===== config.mk =====
export PLATFORM = sky130hd
export DESIGN_NAME = usb_test_ctrl
export DESIGN_NICKNAME = d
export VERILOG_FILES = /design/src/usb_test_pkg.sv /design/src/usb_test_ctrl.sv /design/src/ep_maxpkt_bank.sv
export VERILOG_INCLUDE_DIRS = /design/src
export SDC_FILE = /design/constraint.sdc
export NUM_CORES = 1
export LEC_CHECK = 0
export BUFFER_PORTS_ARGS = -buffer_cell sky130_fd_sc_hd__buf_4
export CAP_MARGIN = 20
export CORE_UTILIZATION = 24
export DETAILED_ROUTE_END_ITERATION = 7
export GPL_TIMING_DRIVEN = 0
export PLACE_DENSITY = 0.36
export SYNTH_ARGS = -nofsm -noshare
export SYNTH_HDL_FRONTEND = slang
export SYNTH_SLANG_ARGS = --single-unit

===== constraint.sdc =====
create_clock -name i_clk -period 13.4 [get_ports i_clk]
set_input_delay 0.67 -clock i_clk [delete_from_list [all_inputs] [get_ports i_clk]]
set_output_delay 0.67 -clock i_clk [all_outputs]
set_load 0.05 [all_outputs]

===== src/usb_test_defines.svh =====
// offsets, field positions, reset values and counts for the test and
// endpoint select block.
// assumes a byte-addressed register port with 16-bit data.
`ifndef USB_TEST_DEFINES_SVH
`define USB_TEST_DEFINES_SVH

// ==========================================================
// register offsets
`define OFS_EP_SEL      8'h0E
`define OFS_TEST_CTRL   8'h0F
`define OFS_TX_MAXPKT   8'h10
`define OFS_RX_MAXPKT   8'h14
`define OFS_ROLE_STAT   8'h18

// ==========================================================
// test control field positions
`define TC_HOST_OVR     7
`define TC_LOOPBACK     6
`define TC_FS_OVR       5
`define TC_HS_OVR       4
`define TC_PACKET       3
`define TC_K_STATE      2
`define TC_J_STATE      1
`define TC_SE0_NAK      0

// ==========================================================
// widths and reset values
`define EP_SEL_W        4
`define MAXPKT_W        11
`define EP_SEL_RST      4'h0
`define TEST_CTRL_RST   8'h00
`define TEST_CTRL_WMASK 8'hBF

// ==========================================================
// compliance test packet
`define PKT_IDX_W       6
`define PKT_LEN         6'h35
`define PKT_LAST        6'h34

`endif


===== src/usb_test_pkg.sv =====
// types shared by the test and endpoint select block.
// assumes nothing of its surroundings.
package usb_test_pkg;

   // =======================================================
   // operating speed
   typedef enum logic [0:0] {
      SPD_FULL,
      SPD_HIGH
   } speed_t;

   // =======================================================
   // test packet sequencer
   typedef enum logic [0:0] {
      PK_IDLE,
      PK_SEND
   } pkt_state_t;

endpackage


===== src/usb_test_ctrl.sv =====
// endpoint selector, test mode control, forced role and speed,
// loopback request, compliance pattern drive and max packet sizes.
// assumes a one-cycle register port and an async-read ep0 tx fifo.
`timescale 1ns/1ps
`include "usb_test_defines.svh"

module usb_test_ctrl
   import usb_test_pkg::*;
#(
   parameter int AW     = 8,
   parameter int DW     = 16,
   parameter int SEL_W  = `EP_SEL_W,
   parameter int MAXP_W = `MAXPKT_W
)
(
   // clock and reset
   input  wire logic              i_clk,
   input  wire logic              i_rst,
   // register port
   input  wire logic [AW-1:0]     i_addr,
   input  wire logic [DW-1:0]     i_wdata,
   input  wire logic              i_wr,
   input  wire logic              i_rd,
   output logic      [DW-1:0]     o_rdata,
   // role
   input  wire logic              i_session,
   input  wire logic              i_role_host,
   output logic                   o_host_mode,
   output logic                   o_forced_host,
   // speed
   input  wire logic              i_bus_reset,
   input  wire logic              i_hs_chirp_ok,
   output speed_t                 o_speed,
   // endpoint selection
   output logic      [SEL_W-1:0]  o_ep_sel,
   output logic      [MAXP_W-1:0] o_tx_maxpkt,
   // ep0 loopback
   output logic                   o_ep0_loopback,
   // compliance pattern
   input  wire logic [7:0]        i_fifo_rdata,
   input  wire logic              i_phy_ready,
   output logic      [5:0]        o_fifo_addr,
   output logic      [7:0]        o_tx_data,
   output logic                   o_tx_valid,
   output logic                   o_tx_last,
   output logic                   o_drive_j,
   output logic                   o_drive_k,
   // in token handling
   input  wire logic              i_in_token,
   output logic                   o_nak_all_in,
   output logic                   o_send_nak
);

   // =======================================================
   // decode
   logic                  wr_sel;
   logic                  wr_test;
   logic                  wr_txp;
   logic                  wr_rxp;
   logic [SEL_W-1:0]      ep_sel_r;
   logic [7:0]            test_ctrl_r;
   logic                  forced_r;
   logic [MAXP_W-1:0]     tx_word;
   logic [MAXP_W-1:0]     rx_word;
   logic [DW-1:0]         rdata_nxt;
   pkt_state_t            pk_state_r;
   logic [`PKT_IDX_W-1:0] idx_r;

   assign wr_sel  = i_wr && (i_addr == `OFS_EP_SEL);
   assign wr_test = i_wr && (i_addr == `OFS_TEST_CTRL);
   assign wr_txp  = i_wr && (i_addr == `OFS_TX_MAXPKT);
   assign wr_rxp  = i_wr && (i_addr == `OFS_RX_MAXPKT);

   // =======================================================
   // endpoint selector
   always_ff @(posedge i_clk or posedge i_rst)
   begin
      if (i_rst)
         ep_sel_r <= `EP_SEL_RST;
      else if (wr_sel)
         ep_sel_r <= i_wdata[SEL_W-1:0];
   end

   // =======================================================
   // per-endpoint max packet banks
   ep_maxpkt_bank #(
      .SEL_W   (SEL_W),
      .W       (MAXP_W)
   ) u_tx_bank (
      .i_clk   (i_clk),
      .i_rst   (i_rst),
      .i_sel   (ep_sel_r),
      .i_we    (wr_txp),
      .i_wdata (i_wdata[MAXP_W-1:0]),
      .o_rdata (tx_word)
   );

   ep_maxpkt_bank #(
      .SEL_W   (SEL_W),
      .W       (MAXP_W)
   ) u_rx_bank (
      .i_clk   (i_clk),
      .i_rst   (i_rst),
      .i_sel   (ep_sel_r),
      .i_we    (wr_rxp),
      .i_wdata (i_wdata[MAXP_W-1:0]),
      .o_rdata (rx_word)
   );

   // =======================================================
   // test control; loopback bit is never stored
   always_ff @(posedge i_clk or posedge i_rst)
   begin
      if (i_rst)
         test_ctrl_r <= `TEST_CTRL_RST;
      else if (wr_test)
         test_ctrl_r <= i_wdata[7:0] & `TEST_CTRL_WMASK;
   end

   always_ff @(posedge i_clk or posedge i_rst)
   begin
      if (i_rst)
         o_ep0_loopback <= 1'b0;
      else
         o_ep0_loopback <= wr_test && i_wdata[`TC_LOOPBACK];
   end

   // =======================================================
   // forced host role, held until the session ends
   always_ff @(posedge i_clk or posedge i_rst)
   begin
      if (i_rst)
         forced_r <= 1'b0;
      else if (!i_session)
         forced_r <= 1'b0;
      else if (test_ctrl_r[`TC_HOST_OVR])
         forced_r <= 1'b1;
   end

   always_ff @(posedge i_clk or posedge i_rst)
   begin
      if (i_rst)
      begin
         o_host_mode   <= 1'b0;
         o_forced_host <= 1'b0;
      end
      else
      begin
         o_host_mode   <= forced_r || i_role_host;
         o_forced_host <= forced_r;
      end
   end

   // =======================================================
   // operating speed
   always_ff @(posedge i_clk or posedge i_rst)
   begin
      if (i_rst)
         o_speed <= SPD_FULL;
      else if (test_ctrl_r[`TC_SE0_NAK])
         o_speed <= SPD_HIGH;
      else if (forced_r)
      begin
         if (test_ctrl_r[`TC_FS_OVR])
            o_speed <= SPD_FULL;
         else if (test_ctrl_r[`TC_HS_OVR])
            o_speed <= SPD_HIGH;
         else
            o_speed <= SPD_FULL;
      end
      else if (i_bus_reset)
      begin
         if (test_ctrl_r[`TC_FS_OVR])
            o_speed <= SPD_FULL;
         else if (test_ctrl_r[`TC_HS_OVR])
            o_speed <= SPD_HIGH;
         else if (i_hs_chirp_ok)
            o_speed <= SPD_HIGH;
         else
            o_speed <= SPD_FULL;
      end
   end

   // =======================================================
   // j and k line states
   always_ff @(posedge i_clk or posedge i_rst)
   begin
      if (i_rst)
      begin
         o_drive_j <= 1'b0;
         o_drive_k <= 1'b0;
      end
      else
      begin
         o_drive_k <= test_ctrl_r[`TC_K_STATE];
         o_drive_j <= test_ctrl_r[`TC_J_STATE] &&
                      !test_ctrl_r[`TC_K_STATE];
      end
   end

   // =======================================================
   // nak every in token in se0 nak mode
   always_ff @(posedge i_clk or posedge i_rst)
   begin
      if (i_rst)
      begin
         o_nak_all_in <= 1'b0;
         o_send_nak   <= 1'b0;
      end
      else
      begin
         o_nak_all_in <= test_ctrl_r[`TC_SE0_NAK];
         o_send_nak   <= test_ctrl_r[`TC_SE0_NAK] && i_in_token;
      end
   end

   // =======================================================
   // repeating test packet from ep0 fifo
   always_ff @(posedge i_clk or posedge i_rst)
   begin
      if (i_rst)
      begin
         pk_state_r <= PK_IDLE;
         idx_r      <= '0;
         o_tx_valid <= 1'b0;
         o_tx_last  <= 1'b0;
         o_tx_data  <= 8'h00;
      end
      else
      begin
         case (pk_state_r)
            PK_IDLE:
            begin
               idx_r      <= '0;
               o_tx_valid <= 1'b0;
               o_tx_last  <= 1'b0;
               if (test_ctrl_r[`TC_PACKET])
                  pk_state_r <= PK_SEND;
            end
            PK_SEND:
            begin
               if (!test_ctrl_r[`TC_PACKET])
               begin
                  pk_state_r <= PK_IDLE;
                  o_tx_valid <= 1'b0;
                  o_tx_last  <= 1'b0;
               end
               else if (!o_tx_valid || i_phy_ready)
               begin
                  o_tx_data  <= i_fifo_rdata;
                  o_tx_valid <= 1'b1;
                  o_tx_last  <= (idx_r == `PKT_LAST);
                  if (idx_r == `PKT_LAST)
                     idx_r <= '0;
                  else
                     idx_r <= idx_r + 1'b1;
               end
            end
            default:
               pk_state_r <= PK_IDLE;
         endcase
      end
   end

   assign o_fifo_addr = idx_r;

   // =======================================================
   // read port, data one cycle after the strobe
   always_comb
   begin
      rdata_nxt = '0;
      case (i_addr)
         `OFS_EP_SEL:
            rdata_nxt = {{(DW-SEL_W){1'b0}}, ep_sel_r};
         `OFS_TEST_CTRL:
            rdata_nxt = {8'h00, test_ctrl_r};
         `OFS_TX_MAXPKT:
            rdata_nxt = {{(DW-MAXP_W){1'b0}}, tx_word};
         `OFS_RX_MAXPKT:
            rdata_nxt = {{(DW-MAXP_W){1'b0}}, rx_word};
         `OFS_ROLE_STAT:
            rdata_nxt = {12'h000, (pk_state_r == PK_SEND), forced_r,
                         (o_speed == SPD_HIGH), o_host_mode};
         default:
            rdata_nxt = '0;
      endcase
   end

   always_ff @(posedge i_clk or posedge i_rst)
   begin
      if (i_rst)
      begin
         o_rdata     <= '0;
         o_ep_sel    <= `EP_SEL_RST;
         o_tx_maxpkt <= '0;
      end
      else
      begin
         o_rdata     <= i_rd ? rdata_nxt : '0;
         o_ep_sel    <= ep_sel_r;
         o_tx_maxpkt <= tx_word;
      end
   end

   // =======================================================
   // checks
   AST_SEL_READ:
   assert property (@(posedge i_clk) disable iff (i_rst)
      (i_rd && i_addr == `OFS_EP_SEL) |=>
      (o_rdata == {12'h000, $past(ep_sel_r)}))
      else $error("selector read mismatch");

   AST_HOST_FORCE:
   assert property (@(posedge i_clk) disable iff (i_rst)
      (test_ctrl_r[`TC_HOST_OVR] && i_session) ##1 i_session
      |=> o_host_mode)
      else $error("forced host role not entered");

   AST_HOST_HOLD:
   assert property (@(posedge i_clk) disable iff (i_rst)
      (forced_r && i_session && !i_role_host)[*2] |=> o_host_mode)
      else $error("forced host role dropped in session");

   AST_REENTER:
   assert property (@(posedge i_clk) disable iff (i_rst)
      ($rose(i_session) && test_ctrl_r[`TC_HOST_OVR]) |=> forced_r)
      else $error("host role not re-entered");

   AST_LOOPBACK:
   assert property (@(posedge i_clk) disable iff (i_rst)
      (wr_test && i_wdata[`TC_LOOPBACK]) |=>
      (o_ep0_loopback && !test_ctrl_r[`TC_LOOPBACK])
      ##1 (!o_ep0_loopback || $past(wr_test)))
      else $error("loopback pulse wrong");

   AST_SPEED_FS:
   assert property (@(posedge i_clk) disable iff (i_rst)
      (i_bus_reset && test_ctrl_r[`TC_FS_OVR] && !forced_r &&
       !test_ctrl_r[`TC_SE0_NAK]) |=> (o_speed == SPD_FULL))
      else $error("full speed not settled");

   AST_SPEED_HS:
   assert property (@(posedge i_clk) disable iff (i_rst)
      (i_bus_reset && test_ctrl_r[`TC_HS_OVR] && !forced_r &&
       !test_ctrl_r[`TC_FS_OVR]) |=> (o_speed == SPD_HIGH))
      else $error("high speed not settled");

   AST_PKT_WRAP:
   assert property (@(posedge i_clk) disable iff (i_rst)
      (pk_state_r == PK_SEND && (!o_tx_valid || i_phy_ready) &&
       test_ctrl_r[`TC_PACKET] && idx_r == `PKT_LAST) |=>
      (o_tx_last && o_fifo_addr == 6'h00))
      else $error("packet did not wrap after 53 bytes");

   AST_K_DRIVE:
   assert property (@(posedge i_clk) disable iff (i_rst)
      test_ctrl_r[`TC_K_STATE] [*2] |-> (o_drive_k && !o_drive_j))
      else $error("k state not driven");

   AST_NAK:
   assert property (@(posedge i_clk) disable iff (i_rst)
      (test_ctrl_r[`TC_SE0_NAK] && i_in_token) |=>
      (o_send_nak && o_speed == SPD_HIGH))
      else $error("in token not naked");

   AST_MAXP_READ:
   assert property (@(posedge i_clk) disable iff (i_rst)
      (i_rd && i_addr == `OFS_TX_MAXPKT) |=>
      (o_rdata[15:11] == 5'h00 && o_rdata[10:0] == $past(tx_word)))
      else $error("max packet read wrong");

endmodule // usb_test_ctrl


===== src/ep_maxpkt_bank.sv =====
// one max packet size word per endpoint, indexed by the selector.
// assumes a write strobe already decoded for this bank.
`timescale 1ns/1ps

module ep_maxpkt_bank
#(
   parameter int SEL_W = 4,
   parameter int W     = 11
)
(
   // clock and reset
   input  wire logic             i_clk,
   input  wire logic             i_rst,
   // access
   input  wire logic [SEL_W-1:0] i_sel,
   input  wire logic             i_we,
   input  wire logic [W-1:0]     i_wdata,
   output logic      [W-1:0]     o_rdata
);

   localparam int NUM_EP = 1 << SEL_W;

   // =======================================================
   // storage
   logic [W-1:0] words_r [NUM_EP];

   always_ff @(posedge i_clk or posedge i_rst)
   begin
      if (i_rst)
      begin
         for (int i = 0; i < NUM_EP; i++)
            words_r[i] <= '0;
      end
      else if (i_we)
      begin
         words_r[i_sel] <= i_wdata;
      end
   end

   assign o_rdata = words_r[i_sel];

endmodule // ep_maxpkt_bank


## Yosys cells after proc, flatten, opt, wreduce, memory -nomap -nowiden

Index checks and enable logic that the tools add are counted.

| word-level totals | value |
|---|---|
| flip-flop bits (word level) | 420 |
| word-level logic and storage cells | 114 |

| operators by class | value |
|---|---|
| $add $sub $neg | 1 |
| order comparisons | 2 |
| eq/ne operators | 10 |
| muxes and demuxes | 33 |
| bitwise logic cells | 2 |
| reduce and logical (&&, ||, !) cells | 15 |

Operators with widths:

| operator | number |
|---|---|
| 176-bit bitwise mux | 2 |
| 11-bit binary-select mux with 4-bit select | 2 |
| 11-bit 2-to-1 mux | 5 |
| 11-bit one-hot mux with 5 select lines | 1 |
| 11-bit demux with 4-bit select | 1 |
| 8-bit by 5-bit == test with 1-bit output, second input constant | 3 |
| 6-bit 2-to-1 mux | 3 |
| 8-bit by 4-bit == test with 1-bit output, second input constant | 2 |
| 16-bit 2-to-1 mux | 1 |
| 1-bit 2-to-1 mux | 15 |
| 6-bit one-hot mux with 2 select lines | 1 |
| 1-bit logical AND | 8 |
| 6-bit by 1-bit adder with 6-bit output, second input constant | 1 |
| 6-bit == test, second input constant | 1 |
| 5-bit >= comparator, second input constant | 1 |
| 5-bit by 1-bit less-than comparator with 1-bit output, second input constant | 1 |
| 4-bit NOT with 5-bit output | 1 |
| 2-bit by 1-bit != test with 1-bit output, second input constant | 2 |
| 1-bit one-hot mux with 2 select lines | 2 |
| 3-bit by 2-bit != test with 1-bit output, second input constant | 1 |
| 3-bit AND reduction | 1 |
| 3-bit nonzero test | 1 |
| 1-bit logical NOT | 2 |
| 1-bit logical OR | 2 |
| 3 further kinds | 3 |

## Depth between registers and ports, before layout

| depth | value |
|---|---|
| depth in word-level cells | 6 |
| mapped depth | 8 |

## By module

Synthesis repeated with hierarchy kept, for this count alone.

| unflattened totals | value |
|---|---|
| cell total of the unflattened synthesis | 1204 |
| area, all modules | 18500.2 um2 |

By module, submodules not included:

| module | instances | cells an instance | area an instance (um2) |
|---|---|---|---|
| ep_maxpkt_bank | 2 | 506 | 7973.9 |
| usb_test_ctrl | 1 | 192 | 2552.4 |

## Worst setup path after synthesis

No wires, ideal clock.

| timing path | value |
|---|---|
| path type | input to register |
| start | in i_addr[1] |
| end | reg u_tx_bank.words_r[11] in the netlist's numbering |
| data arrival time | 2144 ps |
| path slack | 11132 ps |
| stages | 7 |
| buffers on the path | 2 |
| path through | nor3b_4 > nand3b_2 > or3_1 > buf_2 > nor2_2 > buf_4 > mux2_2 |

| between the ends | value |
|---|---|
| cells in the longest elaborated chain, start to end | 2 |

RTL lines:

| item | line | source |
|---|---|---|
| from (decl) | usb_test_ctrl.sv:20 | `input wire logic [AW-1:0] i_addr,` |
| 8-bit by 5-bit == test with 1-bit output | n/a |  |
| 1-bit logical AND | usb_test_ctrl.sv:71 | `` assign wr_txp = i_wr && (i_addr == `OFS_TX_MAXPKT); `` |
| to (signal, indexed assignment) | ep_maxpkt_bank.sv:36 | `words_r[i_sel] <= i_wdata;` |
| to (decl) | ep_maxpkt_bank.sv:25 | `logic [W-1:0] words_r [NUM_EP];` |

No other way between the ends.
A chain may end at the register's enable or synchronous reset.

## Worst setup path in the final report

| timing path | value |
|---|---|
| start | reg ep_sel_r[3] |
| end | reg o_tx_maxpkt[0] |

| between the ends | value |
|---|---|
| cells in the longest elaborated chain, start to end | 4 |

RTL lines:

| item | line | source |
|---|---|---|
| from (decl) | usb_test_ctrl.sv:60 | `logic [SEL_W-1:0] ep_sel_r;` |
| from (signal assigned) | usb_test_ctrl.sv:79 | `` ep_sel_r <= `EP_SEL_RST; `` |
| from (signal assigned) | usb_test_ctrl.sv:81 | `ep_sel_r <= i_wdata[SEL_W-1:0];` |
| 4-bit NOT with 5-bit output (implied by the code) | ep_maxpkt_bank.sv:40 | `assign o_rdata = words_r[i_sel];` |
| 11-bit binary-select mux with 4-bit select | ep_maxpkt_bank.sv:40 |  |
| 11-bit 2-to-1 mux (implied by the code) (2 in series) | ep_maxpkt_bank.sv:40 |  |
| via tx_word[0] | usb_test_ctrl.sv:63 | `logic [MAXP_W-1:0] tx_word;` |
| to (signal assigned) | usb_test_ctrl.sv:301 | `o_tx_maxpkt <= tx_word;` |
| to (decl) | usb_test_ctrl.sv:36 | `output logic [MAXP_W-1:0] o_tx_maxpkt,` |

The timed path passes the listed nets, and every way through them passes these cells. The select of a mux whose other input is x is not followed.

==> out/metrics.cfg <==
[status]
outcome=finished, final reports clean

[cells_and_area]
drive_above_1_share=0.4997
fillCellCount=7873
area_growth_pct=19.59
design_area_sq_um=22720
finalNonFillerCells=2483
utilization=0.2919
fin_nets=1444

[logic_synthesis]
synth_edf_count=0
synthArstFlopShare=1.000
ys_warn_count=0
synth_top_family_by_area=multiplexers
mappedNetlistArea_sq_um=19000
synthAdderAreaFrac=0.001317
synth-seq-cells=415
yosys.area_share.simple=0.03977
yosys.area_share.xor_xnor=0.0004610
avgSynthCellArea_sq_um=15.13
synthesis.instances=1256
yosysSeqAreaShare=0.5466
synth-compound-area-share=0.02140
synthMuxAreaShare=0.3541
netlist-cell-type-count=56
synth_flop_cell=dfrtp_1

[timing]
rsz0062_at_grt=false
final_hold_viol_count=0
slew_violations=0
setup_viol=0
tightest_slew_ps=1084
slew-limit-headroom=0.2773
finalCritPeriodShare=0.2464
fmax_mhz=302.8
skew_ps=19.57
min_period_ps=3302
fin_tns_setup_ps=0

[clock_network]
insertion_delay_ps=600
htree_levels=2
cts-root-buf=clkbuf_16
clk_pin_slew_worst_paths_ps=60
post_cts_resize_count=0
cts_tree=yes
clock_path_buffers=3
cts_made_buffers=50
post_cts_buffers=0
cts_hold_buffers=0
clock_sinks=415

[global_route]
antenna_found_initial=5
grtUsageTotal=0.1642
grt_pass1_vias=12270
grt_max_degree=123
grt_pass1_wl_microns=94350
grt-ovfl-total=0

[floorplan]
rows=102
ios=97
start_util=0.2441
coreArea_sq_um=77850
dieArea_sq_um=80300
dieWidth_microns=283.4
die_h_microns=283.4

[detailed_routing]
drc=0
wl_per_cell_microns=26.21
postRouteAntennaNets=0
routed_wl_microns=65070
drtIter0Drc=663
vias=11530
vias_per_cell=4.642
firstDrtPassIters=4

[power]
vdd_drop_max_uv=82.44
p_leak_uw=0.01079
powerDensity_nw_per_um2=125.4

[setup_path]
cp-start-kind=register
worstPathArrival_ps=3670
required_ps=13770
endpoint_kind=register
crit_fanout=10
path_class=register to register

[placement]
hpwlAfterDp_microns=44110
place_inst=2388
portBuffers=84
place.gp.congestion=0.7935
postPlaceCellArea_sq_um=21050

[flow_run]
cap_violations=0

[worst_hold_path]
min_path_type=primary input to asynchronous set/reset pin

sequential cells by signal (all words and copies together) (netlist names), 4 cells and up:
| signal | cells |
|---|---|
| o_rdata | 11 |
| test_ctrl_r | 7 |
| u_tx_bank.words_r | 176 |
| u_rx_bank.words_r | 176 |
| o_tx_data | 8 |
| o_fifo_addr | 6 |
| ep_sel_r | 4 |
| o_tx_maxpkt | 11 |
| o_ep_sel | 4 |
metal layers:
metal,part of all wire,up-vias,GRT usage
met2,0.46,251,0.2586
li1,-,4885,-
met1,0.47,6311,0.2327
met3,0.043,77,0.02701
met5,0.00017,-,0
met4,0.023,2,0.04405
final timing paths:
check	startpoint	endpoint	slack, ps	depth (start not counted)
min	i_rst	u_rx_bank.words_r[39]$_DFFE_PP0P_	130	2
max in group asynchronous	i_rst	u_tx_bank.words_r[103]$_DFFE_PP0P_	11730	4
min reg2reg	test_ctrl_r[2]$_DFFE_PP0P_	o_drive_k$_DFF_PP0_	440	0
min in group i_clk	i_role_host	o_host_mode$_DFF_PP0_	270	2
max reg2reg	ep_sel_r[3]$_DFFE_PP0P_	o_tx_maxpkt[0]$_DFF_PP0_	10100	5
max	ep_sel_r[3]$_DFFE_PP0P_	o_tx_maxpkt[0]$_DFF_PP0_	10100	5
kinds of logic after synthesis:
kind of cell               count (synthesis)
muxes                                    504
DFF                                      415
and+or+nand+nor                          146
buffers and inverters                    121
AOI/OAI and AO/OA                         66
adders and majority gates                  2
other                                      1
xor gates and xnor gates                   1
placed cells by master, fill, tap and decap left out, types with 3 or more instances in the layout:
cell         n
nand2b_1     7
mux4_1      16
buf_4      112
nand2_1     53
buf_2       32
a22oi_1      5
o21ai_1      3
nor2b_1     13
clkinv_2    10
nor2_2      17
dfrtp_1    415
clkbuf_8    15
clkbuf_1    53
buf_6        8
clkbuf_16   51
mux2_1       9
mux2i_1     24
a31oi_1      9
nor3_1       3
nand3_1      8
o21ai_0      9
inv_1        7
nor2_1      25
mux2_2     380
a21oi_1     22
conb_1       5
and2_1       5
a21o_1       3
buf_16       3
a211o_1      3
mux4_2      72
final cells by class:
cell class              instances  area, sq um  share of cell area
diodes                          2        5.005           0.0002203
inverters                       8        37.54            0.001652
repair buffers                 88        720.7             0.03172
multi-input cells             724         7943              0.3495
well taps                    1040         1301             0.05727
flip-flops and latches        415        10390              0.4570
plain buffers                 113        658.1             0.02896
clock buffers                  76         1520             0.06690
clock inverters                17        152.6            0.006718
metrics by stage:
step,total power [uW],hold WS [ps],setup WS (ps)
after floorplan,1410,374.5,1180
after global placement,1493,436.4,-4564
after detailed placement,1496,454.4,10160
after CTS,2902,147.3,10140
after global routing,2965,162.1,10070
final,2849,126.9,10100
cells in the mapped netlist (5+ instances only):
cell type | instances | area share
nand3_1 | 8 | 0.0021
and2_1 | 5 | 0.0016
buf_2 | 32 | 0.0084
mux2i_1 | 24 | 0.013
mux2_1 | 9 | 0.0053
inv_1 | 8 | 0.0016
nor2_2 | 17 | 0.0056
a22oi_1 | 5 | 0.0020
buf_4 | 27 | 0.011
mux2_2 | 380 | 0.23
buf_6 | 8 | 0.0047
mux4_1 | 16 | 0.022
mux4_2 | 72 | 0.085
o21ai_0 | 9 | 0.0024
nand2_1 | 53 | 0.010
nor2b_1 | 13 | 0.0043
a31oi_1 | 9 | 0.0030
nand2b_1 | 7 | 0.0023
clkbuf_1 | 43 | 0.0085
nor2_1 | 25 | 0.0049
dfrtp_1 | 415 | 0.55
a21oi_1 | 22 | 0.0058
worst max-delay path: stages (launching register included):
cell and delay, ps:
dfrtp_1 700, clkbuf_1 540, buf_6 260, clkbuf_1 470, clkbuf_1 800, a21oi_1 300
power by group:
part	total, uW	switching (uW)	leakage, uW	internal [uW]
Clock	1380	561	0.000833	820
Combinational	194	136	0.00419	58.2
Sequential	1270	8.54	0.00578	1260
Note: power is estimated with default switching activity, not from simulation.
